`src/hdl/ckd_pkg.sv`:
```
// Constants, types and decode functions for the clock divider and mux control
package ckd_pkg;
    localparam int RAM_W = 28; // Width of one working register
    localparam int REF_DIV_LSB = 6; // Reference divider code, register 0
    localparam int EXT_FB_BIT = 10; // External feedback enable, register 0
    localparam int OUT0_LSB = 15; // Output 0 divider code, register 0
    localparam int OUT1_LSB = 19; // Output 1 divider code, register 0
    localparam int IN_DIV_LSB = 1; // Input divider code, register 1
    localparam int AUTO_SEL_BIT = 9; // Automatic mux selection, register 1
    localparam int MAN_AUX_BIT = 10; // Manual mux choice of auxiliary, register 1
    localparam logic [RAM_W-1:0] NVM0_RST = 28'h02A0000; // Factory register 0
    localparam logic [RAM_W-1:0] NVM1_RST = 28'h0000206; // Factory register 1
    localparam logic [3:0] LOSS_EDGES = 4'h8; // Foreign edges before an input counts as absent
    localparam int PIN_N = 5; // Number of sampled pins
    localparam int PIN_PD = 0; // Power-down pin slot
    localparam int PIN_LE = 1; // Serial latch enable slot
    localparam int PIN_REF = 2; // Primary reference slot
    localparam int PIN_AUX = 3; // Auxiliary input slot
    localparam int PIN_SYN = 4; // Synthesizer clock slot

    // Power and sequencing states
    typedef enum logic [1:0] {CKD_DOWN, CKD_LOAD, CKD_ACTIVE, CKD_SYNC} ckd_pwr_t;

    // Whole control state of the top module
    typedef struct packed {
        logic [PIN_N-1:0] sy1;
        logic [PIN_N-1:0] sy2;
        logic [PIN_N-1:0] sy3;
        logic [PIN_N-1:0] lvl;
        ckd_pwr_t pwr;
        logic [RAM_W-1:0] ram0;
        logic [RAM_W-1:0] ram1;
        logic [RAM_W-1:0] nvm0;
        logic [RAM_W-1:0] nvm1;
        logic load_pend;
        logic le_ok;
        logic load_pulse;
        logic sync_prev;
        logic sel_aux;
        logic pfd_fb;
    } ckd_ctl_t;

    // Reset image: powered down with a load pending, as at power-up
    localparam ckd_ctl_t CTL_RST = '{sy1: '0, sy2: '0, sy3: '0, lvl: '0, pwr: CKD_DOWN,
        ram0: '0, ram1: '0, nvm0: NVM0_RST, nvm1: NVM1_RST, load_pend: 1'b1, le_ok: 1'b1,
        load_pulse: 1'b0, sync_prev: 1'b1, sel_aux: 1'b0, pfd_fb: 1'b0};

    // Reference divider code to ratio
    function automatic logic [8:0] ckd_ref_ratio(input logic [3:0] code);
        if (code[3]) begin
            ckd_ref_ratio = {5'h00, code[2:0], 1'b0} + 9'h002;
        end else begin
            ckd_ref_ratio = {5'h00, code} + 9'h001;
        end
    endfunction : ckd_ref_ratio

    // Output divider code to ratio, zero means disabled
    function automatic logic [8:0] ckd_out_ratio(input logic [3:0] code);
        case (code)
            4'h1: ckd_out_ratio = 9'h001;
            4'h2: ckd_out_ratio = 9'h002;
            4'h3: ckd_out_ratio = 9'h003;
            4'h4: ckd_out_ratio = 9'h004;
            4'h5: ckd_out_ratio = 9'h005;
            4'h6: ckd_out_ratio = 9'h006;
            4'h8: ckd_out_ratio = 9'h008;
            4'hA: ckd_out_ratio = 9'h00A;
            4'hB: ckd_out_ratio = 9'h014;
            4'hC: ckd_out_ratio = 9'h00C;
            4'hD: ckd_out_ratio = 9'h018;
            4'hE: ckd_out_ratio = 9'h010;
            4'hF: ckd_out_ratio = 9'h020;
            default: ckd_out_ratio = 9'h000;
        endcase
    endfunction : ckd_out_ratio
endpackage : ckd_pkg

```
`src/hdl/ckd_div_if.sv`:
```
`timescale 1ns/1ps
// Link between the control and one counting divider
interface ckd_div_if;
    logic tick; // Source edge, one cycle
    logic run; // Divider allowed to count
    logic restart; // Hold count at zero
    logic [8:0] ratio; // Divide ratio, zero stops it
    logic pulse; // One pulse per ratio source edges
    modport ctrl (output tick, output run, output restart, output ratio, input pulse);
    modport div (input tick, input run, input restart, input ratio, output pulse);
endinterface : ckd_div_if

```
`src/hdl/ckd_ctrl.sv`:
```
`timescale 1ns/1ps
// Clock path control: power-down, configuration load, smart mux and dividers

// Contract
// - Power-down pin low holds device in reset
// - Pin rising with latch enable high reloads nonvolatile configuration into RAM
// - Shadow bit enters power-down; release skips reload
// - Reference divider code decodes to ratios 1..16
// - Automatic mux prefers usable primary reference
// - External feedback routes auxiliary straight to detector
// - Two output channels with own divider codes
// - Output codes decode; three codes disable output
// - Input divider feeds detector from selected clock
// - Factory configuration loads automatic switching defaults
// - One-zero-one sync bit restarts both outputs together
module ckd_ctrl (
    input wire logic mclk_in,
    input wire logic nrst_in,
    input wire logic power_down_pin_in,
    input wire logic serial_latch_enable_in,
    input wire logic ref_clk_in,
    input wire logic aux_ref_input_in,
    input wire logic clock_a_in,
    input wire logic pd_bit_in,
    input wire logic sync_bit_in,
    input wire logic ram_wr_in,
    input wire logic ram_addr_in,
    input wire logic [ckd_pkg::RAM_W-1:0] ram_wdata_in,
    input wire logic nvm_store_in,
    output logic [ckd_pkg::RAM_W-1:0] ram0_out,
    output logic [ckd_pkg::RAM_W-1:0] ram1_out,
    output logic pwr_down_out,
    output logic active_out,
    output logic ram_loaded_out,
    output logic sel_aux_out,
    output logic ext_fb_out,
    output logic pfd_ref_out,
    output logic pfd_fb_out,
    output logic out0_en_out,
    output logic out1_en_out,
    output logic out0_tick_out,
    output logic out1_tick_out
);
    import ckd_pkg::*;

    ckd_ctl_t q; // Registered control state
    ckd_ctl_t n; // Next control state
    logic [PIN_N-1:0] agree; // Second and third sampler stages agree
    logic [PIN_N-1:0] rise; // Accepted rising edge per pin
    logic running; // Reference path enabled
    logic ref_present; // Divided reference seen recently
    logic aux_present; // Auxiliary input seen recently
    logic [3:0] out0_code; // Output 0 divider code
    logic [3:0] out1_code; // Output 1 divider code

    ckd_div_if i_ref (); // Reference divider
    ckd_div_if i_in (); // Input divider
    ckd_div_if i_o0 (); // Output 0 divider
    ckd_div_if i_o1 (); // Output 1 divider

    assign running = q.pwr == CKD_ACTIVE || q.pwr == CKD_SYNC;
    assign out0_code = q.ram0[OUT0_LSB +: 4];
    assign out1_code = q.ram0[OUT1_LSB +: 4];

    // Next state: pin sampling, power sequencing, RAM and mux
    always_comb begin
        n = q;
        // Three-stage pin samplers, a level counts once stages two and three agree
        n.sy1 = {clock_a_in, aux_ref_input_in, ref_clk_in, serial_latch_enable_in, power_down_pin_in};
        n.sy2 = q.sy1;
        n.sy3 = q.sy2;
        agree = ~(q.sy2 ^ q.sy3);
        n.lvl = (agree & q.sy3) | (~agree & q.lvl);
        rise = n.lvl & ~q.lvl;
        n.load_pulse = 1'b0;
        n.sync_prev = sync_bit_in;
        // Any time the pin is low, a release with latch enable high is followed by a reload
        if (!q.lvl[PIN_PD]) begin
            n.load_pend = 1'b1;
        end
        case (q.pwr)
            // Powered down: dividers and monitors stopped; host RAM writes and the mux select still update
            CKD_DOWN: begin
                n.le_ok = q.lvl[PIN_LE];
                if (q.lvl[PIN_PD] && pd_bit_in) begin
                    n.pwr = q.load_pend ? CKD_LOAD : CKD_ACTIVE;
                end
            end
            // Copy the nonvolatile image into RAM
            CKD_LOAD: begin
                if (!q.lvl[PIN_PD] || !pd_bit_in) begin
                    n.pwr = CKD_DOWN;
                end else begin
                    n.pwr = CKD_ACTIVE;
                    n.load_pend = 1'b0;
                    if (q.le_ok) begin
                        n.ram0 = q.nvm0;
                        n.ram1 = q.nvm1;
                        n.load_pulse = 1'b1;
                    end
                end
            end
            // Normal operation
            CKD_ACTIVE: begin
                if (!q.lvl[PIN_PD] || !pd_bit_in) begin
                    n.pwr = CKD_DOWN;
                end else if (q.sync_prev && !sync_bit_in) begin
                    n.pwr = CKD_SYNC;
                end
            end
            // Output dividers held until the sync bit returns high
            CKD_SYNC: begin
                if (!q.lvl[PIN_PD] || !pd_bit_in) begin
                    n.pwr = CKD_DOWN;
                end else if (sync_bit_in) begin
                    n.pwr = CKD_ACTIVE;
                end
            end
            default: begin
                n.pwr = CKD_DOWN;
            end
        endcase
        // Host writes to RAM, the load takes priority
        if (ram_wr_in && q.pwr != CKD_LOAD) begin
            if (ram_addr_in) begin
                n.ram1 = ram_wdata_in;
            end else begin
                n.ram0 = ram_wdata_in;
            end
        end
        // Store working registers into the nonvolatile image
        if (nvm_store_in) begin
            n.nvm0 = q.ram0;
            n.nvm1 = q.ram1;
        end
        // Mux: automatic mode prefers the reference while it is present
        if (q.ram1[AUTO_SEL_BIT]) begin
            n.sel_aux = !ref_present && aux_present;
        end else begin
            n.sel_aux = q.ram1[MAN_AUX_BIT];
        end
        // External feedback passes auxiliary edges straight on
        n.pfd_fb = ext_fb_out && running && rise[PIN_AUX];
    end

    // State register
    always_ff @(posedge mclk_in or negedge nrst_in) begin
        if (!nrst_in) begin
            q <= CTL_RST;
        end else begin
            q <= n;
        end
    end

    // Reference divider on the primary input
    assign i_ref.tick = rise[PIN_REF];
    assign i_ref.run = running;
    assign i_ref.restart = 1'b0;
    assign i_ref.ratio = ckd_ref_ratio(q.ram0[REF_DIV_LSB +: 4]);

    // Input divider on the clock chosen by the mux
    assign i_in.tick = q.sel_aux ? rise[PIN_AUX] : i_ref.pulse;
    assign i_in.run = running;
    assign i_in.restart = 1'b0;
    assign i_in.ratio = {1'b0, q.ram1[IN_DIV_LSB +: 8]} + 9'h001;

    // Output channels, both restarted together while syncing
    assign i_o0.tick = rise[PIN_SYN];
    assign i_o0.run = running;
    assign i_o0.restart = q.pwr == CKD_SYNC;
    assign i_o0.ratio = ckd_out_ratio(out0_code);
    assign i_o1.tick = rise[PIN_SYN];
    assign i_o1.run = running;
    assign i_o1.restart = q.pwr == CKD_SYNC;
    assign i_o1.ratio = ckd_out_ratio(out1_code);

    ckd_divider u_ref (.mclk_in(mclk_in), .nrst_in(nrst_in), .dv(i_ref));
    ckd_divider u_in (.mclk_in(mclk_in), .nrst_in(nrst_in), .dv(i_in));
    ckd_divider u_o0 (.mclk_in(mclk_in), .nrst_in(nrst_in), .dv(i_o0));
    ckd_divider u_o1 (.mclk_in(mclk_in), .nrst_in(nrst_in), .dv(i_o1));

    // Presence monitors, each input judged against edges of the other
    ckd_monitor u_ref_mon (
        .mclk_in(mclk_in),
        .nrst_in(nrst_in),
        .run_in(running),
        .mon_ev_in(i_ref.pulse),
        .other_ev_in(rise[PIN_AUX]),
        .present_out(ref_present)
    );
    ckd_monitor u_aux_mon (
        .mclk_in(mclk_in),
        .nrst_in(nrst_in),
        .run_in(running),
        .mon_ev_in(rise[PIN_AUX]),
        .other_ev_in(i_ref.pulse),
        .present_out(aux_present)
    );

    // Outputs
    assign ram0_out = q.ram0;
    assign ram1_out = q.ram1;
    assign pwr_down_out = q.pwr == CKD_DOWN;
    assign active_out = q.pwr == CKD_ACTIVE;
    assign ram_loaded_out = q.load_pulse;
    assign sel_aux_out = q.sel_aux;
    assign ext_fb_out = q.ram0[EXT_FB_BIT] && !q.sel_aux;
    assign pfd_ref_out = i_in.pulse;
    assign pfd_fb_out = q.pfd_fb;
    assign out0_en_out = active_out && i_o0.ratio != 9'h000;
    assign out1_en_out = active_out && i_o1.ratio != 9'h000;
    assign out0_tick_out = i_o0.pulse;
    assign out1_tick_out = i_o1.pulse;
endmodule : ckd_ctrl

```
`src/hdl/ckd_divider.sv`:
```
`timescale 1ns/1ps
// Counting divider: one output pulse for each ratio source edges
module ckd_divider (
    input wire logic mclk_in,
    input wire logic nrst_in,
    ckd_div_if.div dv
);
    import ckd_pkg::*;

    // Counter state
    typedef struct packed {
        logic [8:0] cnt;
        logic pulse;
    } ckd_div_st_t;

    ckd_div_st_t q; // Registered state
    ckd_div_st_t n; // Next state

    // Count source edges and wrap at the ratio
    always_comb begin
        n = q;
        n.pulse = 1'b0;
        if (!dv.run || dv.restart || dv.ratio == 9'h000) begin
            n.cnt = 9'h000;
        end else if (dv.tick) begin
            // A ratio lowered mid-count wraps at once rather than running past 511
            if (q.cnt >= dv.ratio - 9'h001) begin
                n.cnt = 9'h000;
                n.pulse = 1'b1;
            end else begin
                n.cnt = q.cnt + 9'h001;
            end
        end
    end

    // State register
    always_ff @(posedge mclk_in or negedge nrst_in) begin
        if (!nrst_in) begin
            q <= '0;
        end else begin
            q <= n;
        end
    end

    assign dv.pulse = q.pulse;
endmodule : ckd_divider

```
`src/hdl/ckd_monitor.sv`:
```
`timescale 1ns/1ps
// Activity monitor: an input is absent after enough edges of the other
module ckd_monitor (
    input wire logic mclk_in,
    input wire logic nrst_in,
    input wire logic run_in,
    input wire logic mon_ev_in,
    input wire logic other_ev_in,
    output logic present_out
);
    import ckd_pkg::*;

    // Monitor state
    typedef struct packed {
        logic [3:0] cnt;
        logic present;
    } ckd_mon_st_t;

    ckd_mon_st_t q; // Registered state
    ckd_mon_st_t n; // Next state

    // Own edge clears the count, foreign edges advance it
    always_comb begin
        n = q;
        if (!run_in) begin
            n.cnt = 4'h0;
            n.present = 1'b1;
        end else if (mon_ev_in) begin
            n.cnt = 4'h0;
            n.present = 1'b1;
        end else if (other_ev_in) begin
            if (q.cnt == LOSS_EDGES - 4'h1) begin
                n.present = 1'b0;
            end else begin
                n.cnt = q.cnt + 4'h1;
            end
        end
    end

    // State register; inputs start out presumed present
    always_ff @(posedge mclk_in or negedge nrst_in) begin
        if (!nrst_in) begin
            q <= '{cnt: 4'h0, present: 1'b1};
        end else begin
            q <= n;
        end
    end

    assign present_out = q.present;
endmodule : ckd_monitor

```
`config.mk`:
```
export PLATFORM = sky130hd
export DESIGN_NAME = ckd_ctrl
export DESIGN_NICKNAME = d
export VERILOG_FILES = /design/src/hdl/ckd_pkg.sv /design/src/hdl/ckd_div_if.sv /design/src/hdl/ckd_ctrl.sv /design/src/hdl/ckd_divider.sv /design/src/hdl/ckd_monitor.sv
export SDC_FILE = /design/constraint.sdc
export NUM_CORES = 1
export LEC_CHECK = 0
export ABC_CLOCK_PERIOD_IN_PS = 4110
export BUFFER_PORTS_ARGS = -buffer_cell sky130_fd_sc_hd__buf_2
export CAP_MARGIN = 20
export CORE_ASPECT_RATIO = 0.75
export CORE_UTILIZATION = 52
export CTS_BUF_LIST = sky130_fd_sc_hd__clkbuf_16
export CTS_CLUSTER_DIAMETER = 60
export DETAILED_ROUTE_END_ITERATION = 10
export PLACE_DENSITY = 0.7
export SLEW_MARGIN = 25
export SYNTH_ARGS = -nofsm -noshare
export SYNTH_HDL_FRONTEND = slang
export SYNTH_SLANG_ARGS = --single-unit
```
`constraint.sdc`:
```
create_clock -name mclk_in -period 4.11 [get_ports mclk_in]
set_clock_uncertainty 0.2 [all_clocks]
set_input_delay 0.6165 -clock mclk_in [delete_from_list [all_inputs] [get_ports mclk_in]]
set_output_delay 0.6165 -clock mclk_in [all_outputs]
set_load 0.01 [all_outputs]
```
After elaboration in Yosys (flattened, before gate mapping)
Memory sizes are Yosys's and may differ from the RTL's.
Index checks and enable logic that the tools add are counted.
- $lt $le $gt $ge: 4
- add/sub/neg operators: 13
- bitwise logic cells: 8
- eq/ne operators: 14
- reduce and logical (&&, ||, !) cells: 38
- mux-type cells: 53
- operators by type and width (cell ; number):
    $mux 56 ; 4
    $mux 9 ; 8
    $mux 28 ; 2
    $mux 10 ; 4
    $add 9x1->9 const B ; 4
    $ge 9x9->1 ; 4
    $logic_not 9->1 ; 4
    $mux 5 ; 7
    $sub 9x1->9 const B ; 3
    $mux 1 ; 18
    $reduce_bool 9->1 ; 2
    $and 5x5->5 ; 3
    $not 5->5 ; 3
    $mux 2 ; 7
    $add 8x1->9 const B ; 1
    $logic_and 1x1->1 ; 9
    $ne 3x3->1 const B ; 3
    $add 4x1->4 const B ; 2
    $eq 4x3->1 const B ; 2
    $mux 4 ; 2
    $pmux 2 s4 ; 1
    $reduce_and 2->1 ; 4
    $reduce_bool 2->1 ; 4
    $logic_or 1x1->1 ; 7
    13 further kinds ; 22
- flip-flop bits (word level): 190
- output and inout port bits: 67
- bits in read-only memories: 192
- input bits: 40
- memories: 2
- memories (memory ; depth ; bits a word ; rd ports ; clocked after memory_dff ; wr ports ; line ; text):
    (name not given) ; 16 ; 6 ; 1 ; 0 ; 0 ; ckd_pkg.sv:59 ; case (code)
    (name not given) ; 16 ; 6 ; 1 ; 0 ; 0 ; ckd_pkg.sv:59 ;

Logic depth before layout (Yosys ltp)
Gate-level depths: netlist (run 1).
- word-level depth: 9
- mapped depth: 16
- gate-level depth less buffers: 15

Hierarchy
Synthesis (run 1) repeated with hierarchy kept, for this count alone.
- cell total of the unflattened synthesis: 1126
- area total of the unflattened synthesis: 11045.6 um2
- modules (own cells, without submodules) (module ; seq. area each (um2) ; cells each ; area an instance (um2) ; instances):
    ckd_ctrl ; 3514.6 ; 654 ; 6929.1 ; 1
    ckd_divider at u_in ... ; 250.2 ; 107 ; 925.9 ; 2
    ckd_divider at u_o1 ... ; 250.2 ; 103 ; 875.8 ; 2
    ckd_monitor ; 126.4 ; 26 ; 256.5 ; 2

Least setup slack after synthesis (run 1)
No wires, ideal clock.
- path type: register to register
- start: register q, in the netlist ram1_out[1]
- end: register u_in.q[8] (netlist bit)
- period minus slack after synthesis: 3.622 ns
- arrival: 3.343 ns
- stages on the path, launching flop included: 15
- setup slack: 0.488 ns
- setup time: 0.079 ns
- data required time: 3.831 ns
- cells stage by stage: dfrtp_1 ha_1 and2_1 a21o_1 a21oi_1 nor3b_1 o211ai_1 xnor2_1 ha_1 and3_2 a221o_1 a221oi_4 nand2b_4 or3_1 a21oi_1
- cells in the longest elaborated chain, start to end: 6
- elaborated cells on any way between the ends: 9
- classes of those cells: add/sub: 2; order compare: 1; mux: 3; reduce/logical: 3
- ends and longest elaborated chain (item ; line ; text):
    from (decl) ; ckd_ctrl.sv:46 ; ckd_ctl_t q;
    from (signal assigned) ; ckd_ctrl.sv:151 ; q <= n;
    $add 8x1->9 * ; ckd_ctrl.sv:165 ; assign i_in.ratio = {1'b0, q.ram1[IN_DIV_LSB +: 8]} + 9'h001;
    $sub 9x1->9 ; ckd_divider.sv:27 ; if (q.cnt >= dv.ratio - 9'h001) begin
    $ge 9x9->1 ; ckd_divider.sv:27 ;
    $mux 9 ; ckd_divider.sv:27 ;
    $mux 10 ; ckd_divider.sv:25 ; end else if (dv.tick) begin
    $mux 9 ; ckd_divider.sv:23 ; if (!dv.run || dv.restart || dv.ratio == 9'h000) begin
    to (signal assigned) ; ckd_divider.sv:41 ; q <= n;
    to (decl) ; ckd_divider.sv:16 ; ckd_div_st_t q;
Mark *: on every way between the ends. The rest lies on a longest branch, timed or not. The select of a mux whose other input is x is not followed.
A chain may end at the register's enable or synchronous reset.

Worst setup path in the final report (run 1)
- start: register q, in the netlist ram1_out[2]
- end: register u_in.q[7] (netlist bit)
The elaborated chain is that of the path after synthesis.

==> results of run 1 <==
registers in the layout (all words and copies together), names as in the netlist, 4 cells and up, named ones only:
register,count
u_in.q,9
u_ref.q,9
q,69
n,10
u_o0.q,9
u_ref_mon.q,4
ram1_out,28
u_o1.q,9
u_aux_mon.q,4
ram0_out,28
repair_timing:
action                                  CTS  global route
endpoints found under the setup margin    0             9
buffers inserted                          0             0
gates resized for setup                   0             4
metal layers:
layer  vias to the layer above  global-route usage  wire (um)
li1                       3632                   -          -
met1                      3677              0.3407      11150
met2                       153              0.3522       9666
met3                        11             0.04327        903
met4                         0             0.04803        175
met5                         -                   0          0
final cells by class:
cell class,instances,share of cell area
Sequential cell,190,0.4281
Inverter,26,0.008754
Timing Repair Buffer,121,0.05960
Multi-Input combinational cell,707,0.4246
Clock inverter,15,0.01313
Tap cell,247,0.02772
Clock buffer,17,0.03816
through the flow:
stage,cells,utilization,cell area [sq um],setup slack [ps],hold slack [ps]
final,1323,0.5920,11150,307.1,59.98
after global routing,1323,0.5920,11150,5.064,69.31
after global placement,1291,0.5610,10560,440.6,133.3
after CTS,1323,0.5914,11140,150.4,70.77
after detailed placement,1291,0.5610,10560,186.3,138.6
after floorplan,1021,-,10170,488.1,120.9
worst paths after layout:
check                      cells past startpoint      endpoint  slack [ps]             start
hold reg to reg                                0        n[126]         160            n[131]
max in group asynchronous                      2          q[2]        2690           nrst_in
min in group mclk_in                           1        n[133]          90  aux_ref_input_in
setup reg to reg                              14     u_in.q[7]         310       ram1_out[2]
setup / recovery                              14     u_in.q[7]         310       ram1_out[2]
hold / removal                                 1  ram0_out[13]          60           nrst_in
Yosys cell counts (all sizes together) (7+ instances only):
master,number
a21o,9
a21oi,25
a31oi,51
and3,13
buf,62
clkbuf,36
dfrtp,179
dfstp,11
ha,57
inv,26
mux2,60
mux2i,39
nand2,148
nand2b,7
nand3,45
nand4,13
nor2,61
nor2b,11
nor3,19
o21ai,53
or3,11
xnor2,10
xor2,10
placed cells by master, fill, tap and decap left out, types with 4 or more instances in the layout:
cell | Yosys | final
nand3b_1 | 4 | 4
nand2_1 | 148 | 148
clkbuf_16 | 0 | 17
a31oi_1 | 51 | 51
a21o_1 | 8 | 8
maj3_1 | 5 | 5
xnor2_1 | 10 | 10
nor2_1 | 61 | 61
dfrtp_1 | 179 | 176
a21oi_1 | 25 | 25
mux2i_1 | 39 | 39
or2_2 | 5 | 5
nor3b_1 | 5 | 4
o21ai_0 | 53 | 53
dfstp_2 | 11 | 11
or3_1 | 11 | 11
mux2_2 | 60 | 60
nand4_1 | 13 | 13
buf_2 | 5 | 105
ha_1 | 57 | 57
inv_1 | 26 | 28
buf_4 | 56 | 14
and3_1 | 12 | 11
nor2b_1 | 11 | 11
o211ai_1 | 6 | 6
xor2_1 | 10 | 10
o22ai_1 | 6 | 6
nand2b_1 | 6 | 6
nor3_1 | 19 | 19
nand3_1 | 45 | 45
kinds of logic (layout without fill, tap and decap cells):
group                    Yosys count  after routing
adder cells (fa/ha/maj)           62             62
AO/OA/AOI/OAI                    176            176
multiplexers                      99             99
buffers and inverters            124            179
AND/OR/NAND/NOR                  350            350
flip-flops                       190            190
XOR/XNOR                          20             20
power by group:
part           total (mW)  internal [mW]  switching, mW
clock network        1.64          0.897          0.748
logic                1.36          0.629          0.727
registers            2.43           2.17          0.258
==> flow_summary.json, run 1 <==
{
  "synth.area.top_cells": "dfrtp_1 (44%), ha_1 (7.0%), mux2_2 (6.6%)",
  "dp_hpwl_um": 14840,
  "nets": 1160,
  "synth_top_family_by_area": "simple AND/OR/NAND/NOR gates",
  "ioPinCount": 107,
  "grt_max_degree": 106,
  "p_leak_nw": 5.182,
  "cap_violations": 0,
  "grt_pass1_vias": 7124,
  "slew-limit-headroom": 0.4347,
  "synth_compound_area_frac": 0.1077,
  "cp_max_fo": 8,
  "grt_usage": 0.2301,
  "power_mw": 5.429,
  "vdd.ir_drop.worst_uv": 255.7,
  "synthToLayoutAreaGrowth_pct": 9.581,
  "clk_pin_slew_ps": 70,
  "rsz0062_at_grt": "no",
  "cts_hold_buf": 0,
  "cp_slowest_cell": "dfrtp_1",
  "numCtsBuffers": 17,
  "fin_tns_setup_ps": 0,
  "crit_chain": "ha_1 -> nand2_1 -> nor3_1 -> a21oi_1 -> nor3b_2 -> o211ai_1 -> xnor2_1 -> ha_1 -> and3_2 -> a221o_1 -> a221oi_4 -> nand2b_4 -> or3_1 -> a31oi_1",
  "worstSkewPairLatency_ps": 430,
  "path_class": "reg -> reg",
  "status": "finished, final reports clean",
  "yosysTopAreaCellShare": 0.4403,
  "dieArea_sq_mm": 0.02013,
  "crit_arrival_ps": 3950,
  "synth_xor_area_frac": 0.01722,
  "fillers": 1596,
  "period_share": 0.9253,
  "worstMarginPinSlew_ps": 847.9,
  "synth_async_sr_flop_share": 1.000,
  "synth_cell_types": 58,
  "drt_iter0_markers": 584,
  "antenna_found_initial": 0,
  "viasPerCell": 5.649,
  "worstSetupEndpointType": "flip-flop",
  "die_w_um": 163.5,
  "cts_tree": "built",
  "start_kind": "flip-flop",
  "vias": 7473,
  "firstDrtPassIters": 5,
  "yosysTopAreaCell": "dfrtp_1",
  "power_density_mw_per_mm2": 487.0,
  "synthSimpleGateAreaFrac": 0.1595,
  "syn_area_sq_mm": 0.01017,
  "crit_buf_inv": 0,
  "syn_nets": 1118,
  "clock_sinks": 190,
  "coreArea_sq_mm": 0.01883,
  "clk_path_buf_depth": 2,
  "grt-ovfl-total": 0,
  "multi_input_area_sq_mm": 0.004733,
  "synthAdderAreaFrac": 0.07502,
  "timing.final.crit_period_ps": 3803,
  "ff_latch_area_sq_mm": 0.004772,
  "ant_nets": 0,
  "synthCells": 1021,
  "ys_ff_latch": 190,
  "port_buffers": 106,
  "std_cell_rows": 43,
  "critPathRequiredTime_ps": 4260,
  "synth.yosys.seq_area_share": 0.4687,
  "cts_htree_levels": 4,
  "synth_edf_count": 0,
  "cp_common_cell": "ha_1",
  "setup_viol": 0,
  "drive_gt1_frac": 0.2193,
  "hold_viol_final": 0,
  "slowest_delay_ps": 480,
  "antenna_cells": 0,
  "synthMuxAreaShare": 0.1048,
  "synth_warnings": 0,
  "drv_slew": 0,
  "worstHoldPathType": "in -> async",
  "die_h_um": 123.1,
  "drc": 0,
  "syn_area_per_cell_sq_um": 9.964,
  "cts-root-buf": "clkbuf_16",
  "max_freq_mhz": 263.0,
  "place_congestion": 0.9071,
  "wl_um": 21900,
  "synth_ff_type": "dfrtp_1",
  "grt_first_pass_wirelength_um": 36380,
  "crit_family": "simple AND/OR/NAND/NOR gates",
  "start_util": 0.5403,
  "wire_per_inst_um": 16.55
}
Note: power is estimated with default switching activity, not from simulation.
==> inputs of run 2 (changes only) <==
Settings changed: ABC_AREA from default to 1, PLACE_DENSITY 0.7 to default, PLACE_DENSITY_LB_ADDON from default to 0.1.
==> run 2 against run 1 <==
- die area grew 4.7%
- total power grew 45%
- worst setup slack gained 400 ps
- sequential share of layout area shrank 1.7 points
- non-clock buffer count shrank 7
- combinational power grew 140%
- clock-buffer cell count is the same
- via count grew 11%
- sequential power grew 19%
- final cell count grew 19%
- global-route usage shrank 0.29 points
- final area grew 4.0%
- critical path type is now reg -> out
- highest routed layer unchanged
==> flow_summary.json, run 2 <==
{
  "p_sw_mw": 3.348,
  "clkPwrFrac": 0.215,
  "cts_tree": "built",
  "path_class": "reg -> out",
  "grt_first_pass_wirelength_um": 38780,
  "crit_arrival_ps": 2590,
  "cp_slowest_cell": "dfrtp_1",
  "port_buffers": 106,
  "coreArea_sq_mm": 0.01971,
  "period_share": 0.8285,
  "timing.final.crit_period_ps": 3405,
  "wire_per_inst_um": 14.50,
  "syn_area_sq_mm": 0.01066,
  "synth_async_sr_flop_share": 1.000,
  "worstMarginPinSlew_ps": 981.3,
  "grt_pass1_vias": 7677,
  "critPathLaunch": "ram0_out[21]",
  "vdd.ir_drop.worst_uv": 284.8,
  "hold_start": "aux_ref_input_in",
  "drive_gt1_frac": 0.1561,
  "dieArea_sq_mm": 0.02107,
  "ioPinCount": 107,
  "dp_hpwl_um": 15460,
  "slew-limit-headroom": 0.3435,
  "yosysTopAreaCellShare": 0.4204,
  "start_kind": "flip-flop",
  "power_density_mw_per_mm2": 677.5,
  "ys_top_cells_by_count": "nand2_1 (249), dfrtp_1 (179), inv_1 (137)",
  "numCtsBuffers": 17,
  "yosysMostFrequentCell": "nand2_1",
  "ys_ff_latch": 190,
  "grt-ovfl-total": 0,
  "worstSetupEndpointType": "output pin",
  "synth.yosys.seq_area_share": 0.4475,
  "final_cell_mix": "nand2_1 (246), dfrtp_1 (179), inv_1 (137)",
  "drt_iter0_markers": 622,
  "power_frac_comb": 0.417,
  "start_util": 0.5406,
  "whs_ps": 77.06,
  "drv_slew": 0,
  "critPathRequiredTime_ps": 3290,
  "synthToLayoutAreaGrowth_pct": 8.772,
  "wl_um": 22910,
  "std_cell_rows": 44,
  "worstHoldPathType": "in -> reg",
  "firstDrtPassIters": 5,
  "reg2reg_setup_slack_ps": 770,
  "syn_area_per_cell_sq_um": 8.331,
  "p_leak_nw": 5.831,
  "cts-root-buf": "clkbuf_16",
  "slowest_delay_ps": 490,
  "fin_tns_setup_ps": 0,
  "reg2regPathDepth": 16,
  "r2r_end": "u_in.q[5]",
  "max_freq_mhz": 293.7,
  "pwr-share-seq": 0.368,
  "synth_ff_type": "dfrtp_1",
  "place_congestion": 0.8194,
  "top_register": "q",
  "clk_pin_slew_ps": 80,
  "post_cts_buffers": 0,
  "cts_htree_levels": 4,
  "hold_viol_final": 0,
  "drc": 0,
  "grt_usage": 0.2273,
  "sw_frac_of_total": 0.4265,
  "worstSkewPairLatency_ps": 440,
  "min_path_cells": 1,
  "synth_edf_count": 0,
  "p_int_mw": 4.503,
  "vias": 8264,
  "grt_max_degree": 99,
  "viasPerCell": 5.230,
  "nets": 1410,
  "setup_viol": 0,
  "clock_sinks": 190,
  "cp_max_fo": 20,
  "synth_cell_types": 49,
  "synth.area.top_cells": "dfrtp_1 (42%), nand2_1 (8.8%), ha_1 (6.7%)",
  "ant_nets": 0,
  "hold_end": "n[133]",
  "clk_path_buf_depth": 2,
  "layout_commonest_cell": "nand2_1",
  "cap_violations": 0,
  "status": "finished, final reports clean",
  "r2r-start": "ram1_out[1]",
  "die_h_um": 126.0,
  "synthCells": 1279,
  "largest_reg_flops": 69,
  "die_w_um": 167.3,
  "synth_warnings": 0,
  "antenna_found_initial": 1,
  "crit_chain": "inv_2 -> nand2_1 -> a21boi_1 -> nor2_1 -> clkinv_1 -> ha_1 -> inv_1 -> nor2_4 -> a21oi_4 -> buf_2",
  "yosysTopAreaCell": "dfrtp_1",
  "rsz0062_at_grt": "no",
  "syn_nets": 1376
}
## run 2: power by group through the flow
stage                     Clock [mW]  Sequential (mW)  Combinational, mW
after CTS                       1.73             2.89               3.28
after global placement             0             2.90               3.21
after floorplan                    0             2.79               2.77
final                           1.69             2.89               3.27
after detailed placement           0             2.92               3.24
after global routing            1.80             2.97               3.74
## run 2: layout make-up
type                    instances  area (sq um)
clock buffers                  17         425.4
repair buffers                114         626.9
multi-input cells             842          4715
fillers                      1807          8119
clock inverters                15         180.2
diodes                          1         2.502
flip-flops and latches        190          4768
inverters                     148         555.5
well taps                     253         316.6
## run 2: how the worst max path moves through the flow
stage               endpoint  slack [ps]  depth (start not counted)
2_1_floorplan  u_o1.dv.pulse        1260                         16
3_3_place_gp   u_o0.dv.pulse         800                         13
3_5_place_dp   u_o0.dv.pulse         760                         13
4_1_cts          out1_en_out         700                         10
5_1_grt            u_o0.q[8]         410                         15
6_report         out1_en_out         700                         10
## run 2: per-stage QoR
step                cell area [sq um]  power [mW]  utilization  worst slack [ps]  instances
finish                          11590       7.852       0.5881             704.7       1580
global route                    11590       8.513       0.5881             411.5       1580
CTS                             11580       7.894       0.5877             702.2       1579
detailed placement              10970       6.165       0.5564             758.3       1546
global placement                10970       6.110       0.5564             801.4       1546
floorplan                       10660       5.561            -              1260       1279
## run 2: what timing repair did
action | in CTS | in global routing
setup endpoints to repair | 0 | 0
gates resized for setup | 0 | 0
hold buffers | 1 | 0
hold endpoints to repair | 49 | 0
## run 2: worst max-delay path, delay by kind of cell, from the launching register on
family / cells / cell delay (ps)
flops: 1 / 490
compound gates: 2 / 560
simple gates: 3 / 280
buf+inv: 4 / 600
fa+ha+maj: 1 / 210
## run 2: kinds of logic (layout without fill, tap and decap cells)
group / count (synthesis) / after routing / synth area share
flip-flops: 190 / 190 / 0.4475
XOR/XNOR: 36 / 36 / 0.02959
multiplexers: 19 / 19 / 0.02008
buffers and inverters: 247 / 294 / 0.1112
AO/OA/AOI/OAI: 204 / 204 / 0.1113
AND/OR/NAND/NOR: 521 / 521 / 0.2087
adder cells (fa/ha/maj): 62 / 62 / 0.07163
other: 0 / 1 / 0
## run 2: routing by layer
layer / vias up / part of all wire / global-route usage
met1: 3888 / 0.54 / 0.3525
met3: 13 / 0.043 / 0.04714
li1: 4210 / - / -
met5: - / 0 / 0
met4: 0 / 0.0089 / 0.05343
met2: 153 / 0.41 / 0.3223
==> inputs of run 3 (changes only) <==
Settings changed: ABC_CLOCK_PERIOD_IN_PS 4110 to 3300.
Clock period 4.11 ns to 3.3 ns, I/O delays scaled along.
==> run 3 against run 2 <==
- total power increased by 26%
- sequential power up 25%
- first-iteration DRC count is 8.2% higher
- final cell count up 1.3%
- combinational power is 27% higher
- sequential share of layout area shrank 0.66 points
- critical path type is now reg -> reg
==> flow_summary.json, run 3 (synthesized netlist as in run 2, its figures left out) <==
{
  "status": "finished, final reports clean",
  "viasPerCell": 5.274,
  "critPathRequiredTime_ps": 3430,
  "antenna_found_initial": 0,
  "std_cell_rows": 44,
  "port_buffers": 106,
  "final_cell_mix": "nand2_1 (246), dfrtp_1 (173), inv_1 (137)",
  "grt-ovfl-total": 0,
  "period_share": 0.9249,
  "cts-root-buf": "clkbuf_16",
  "clk_pin_slew_ps": 90,
  "worstHoldPathType": "in -> reg",
  "place_inst": 1560,
  "nets": 1432,
  "setup_viol": 0,
  "cts_htree_levels": 4,
  "crit_chain": "buf_4 -> ha_1 -> o21ai_0 -> a21oi_4 -> nor3_1 -> nand2_1 -> nand2_1 -> inv_1 -> ha_1 -> nand2_1 -> nor2_1 -> nand3b_1 -> nand4_1 -> buf_4 -> nor2_1 -> nand3_1 -> nand2_1",
  "path_class": "reg -> reg",
  "cap_violations": 0,
  "crit_family": "simple AND/OR/NAND/NOR gates",
  "start_util": 0.5406,
  "synthToLayoutAreaGrowth_pct": 10.72,
  "grt_pass1_vias": 7806,
  "wl_um": 23140,
  "drc": 0,
  "p_sw_mw": 4.198,
  "dieArea_sq_mm": 0.02107,
  "vdd.ir_drop.worst_uv": 344.4,
  "p_int_mw": 5.709,
  "hold_viol_final": 0,
  "drt_iter0_markers": 673,
  "grt_first_pass_wirelength_um": 39290,
  "fin_cells": 1601,
  "worstSkewPairLatency_ps": 440,
  "p_leak_nw": 5.931,
  "die_w_um": 167.3,
  "wire_per_inst_um": 14.45,
  "ioPinCount": 107,
  "firstDrtPassIters": 4,
  "ant_nets": 0,
  "drive_gt1_frac": 0.1714,
  "worstSetupEndpointType": "flip-flop",
  "largest_reg_flops": 69,
  "slowest_delay_ps": 440,
  "cp_slowest_cell": "dfrtp_2",
  "fin_tns_setup_ps": 0,
  "dp_hpwl_um": 15940,
  "layout_commonest_cell": "nand2_1",
  "place_congestion": 0.8293,
  "power_density_mw_per_mm2": 839.7,
  "power_frac_comb": 0.420,
  "sw_frac_of_total": 0.4238,
  "drv_slew": 0,
  "clock_sinks": 190,
  "grt_usage": 0.2326,
  "grt_max_degree": 65,
  "vias": 8444,
  "start_kind": "flip-flop",
  "cp_max_fo": 10,
  "clk_path_buf_depth": 2,
  "die_h_um": 126.0,
  "pwr-share-seq": 0.364,
  "crit_buf_inv": 3,
  "clkPwrFrac": 0.216,
  "max_freq_mhz": 327.6,
  "numCtsBuffers": 17,
  "cp_common_cell": "nand2_1",
  "antenna_cells": 0,
  "cts_tree": "built",
  "slew-limit-headroom": 0.5342,
  "worstMarginPinSlew_ps": 696.3,
  "coreArea_sq_mm": 0.01971,
  "timing.final.crit_period_ps": 3052,
  "top_register": "q",
  "crit_arrival_ps": 3190
}
## run 3: cell count changes in the layout (fill, tap and decap cells not counted), moves of 2 or more
cell / delta
dfrtp_2: +6
buf_4: +16
inv_6: +3
clkinv_8: +2
dfrtp_1: -6
clkinv_4: -2
dlygate4sd3_1: +6
inv_8: -3
## run 3: metrics by stage
stage	hold WS [ps]	utilization	cell area [sq um]	setup WS, ps	power, mW
2_1_floorplan	-0.5910	-	10660	449.9	6.926
3_3_place_gp	131.4	0.5618	11070	216.7	7.673
3_5_place_dp	136.3	0.5618	11070	218.9	7.731
4_1_cts	106.5	0.5969	11760	182.9	9.908
5_1_grt	118.2	0.5986	11800	-17.36	10.74
6_report	121.5	0.5986	11800	247.7	9.907
## run 3: power groups by stage
stage	Sequential, mW	Clock, mW	Combinational, mW
floorplan	3.47	0	3.45
global placement	3.62	0	4.05
detailed placement	3.63	0	4.10
CTS	3.59	2.18	4.14
global route	3.71	2.29	4.74
finish	3.61	2.14	4.16
## run 3: final cells by class
cell class / count / area, sq um
fill: 1713 / 7911
sequential: 190 / 4776
multi-input combinational: 842 / 4721
timing repair buffer: 136 / 807.0
inverter: 148 / 555.5
clock buffer: 17 / 425.4
tap: 253 / 316.6
clock inverter: 15 / 196.4
## run 3: per-layer routing
layer  track usage  wire, um  part of all wire  vias to the layer above
met2        0.3262      9417              0.41                      191
met3       0.04431      1009             0.044                       16
met1        0.3642     12510              0.54                     3985
met5             0         0                 0                        -
met4       0.06098       198            0.0086                        0
li1              -         -                 -                     4252
## run 3: final timing paths
| path | cells past startpoint | endpoint | slack [ps] | startpoint |
|---|---|---|---|---|
| max | 17 | u_o1.q[7] | 250 | ram0_out[19] |
| min | 3 | ram0_out[24] | 120 | ram_wdata_in[24] |
| max reg2reg | 17 | u_o1.q[7] | 250 | ram0_out[19] |
| min reg2reg | 0 | n[129] | 150 | n[134] |
| max in group asynchronous | 3 | q[53] | 1710 | nrst_in |
| min in group asynchronous | 2 | ram1_out[4] | 390 | nrst_in |
## run 3: tightest hold or removal path, cell delays in order
cell and delay [ps]:
buf_2 100, inv_1 60, o22ai_1 80
## run 3: repair_timing
action,in CTS,in global routing
hold buffers,7,0
resized for setup,0,8
setup endpoints to repair,0,26
endpoints found under the hold margin,61,0
buffers inserted,0,2
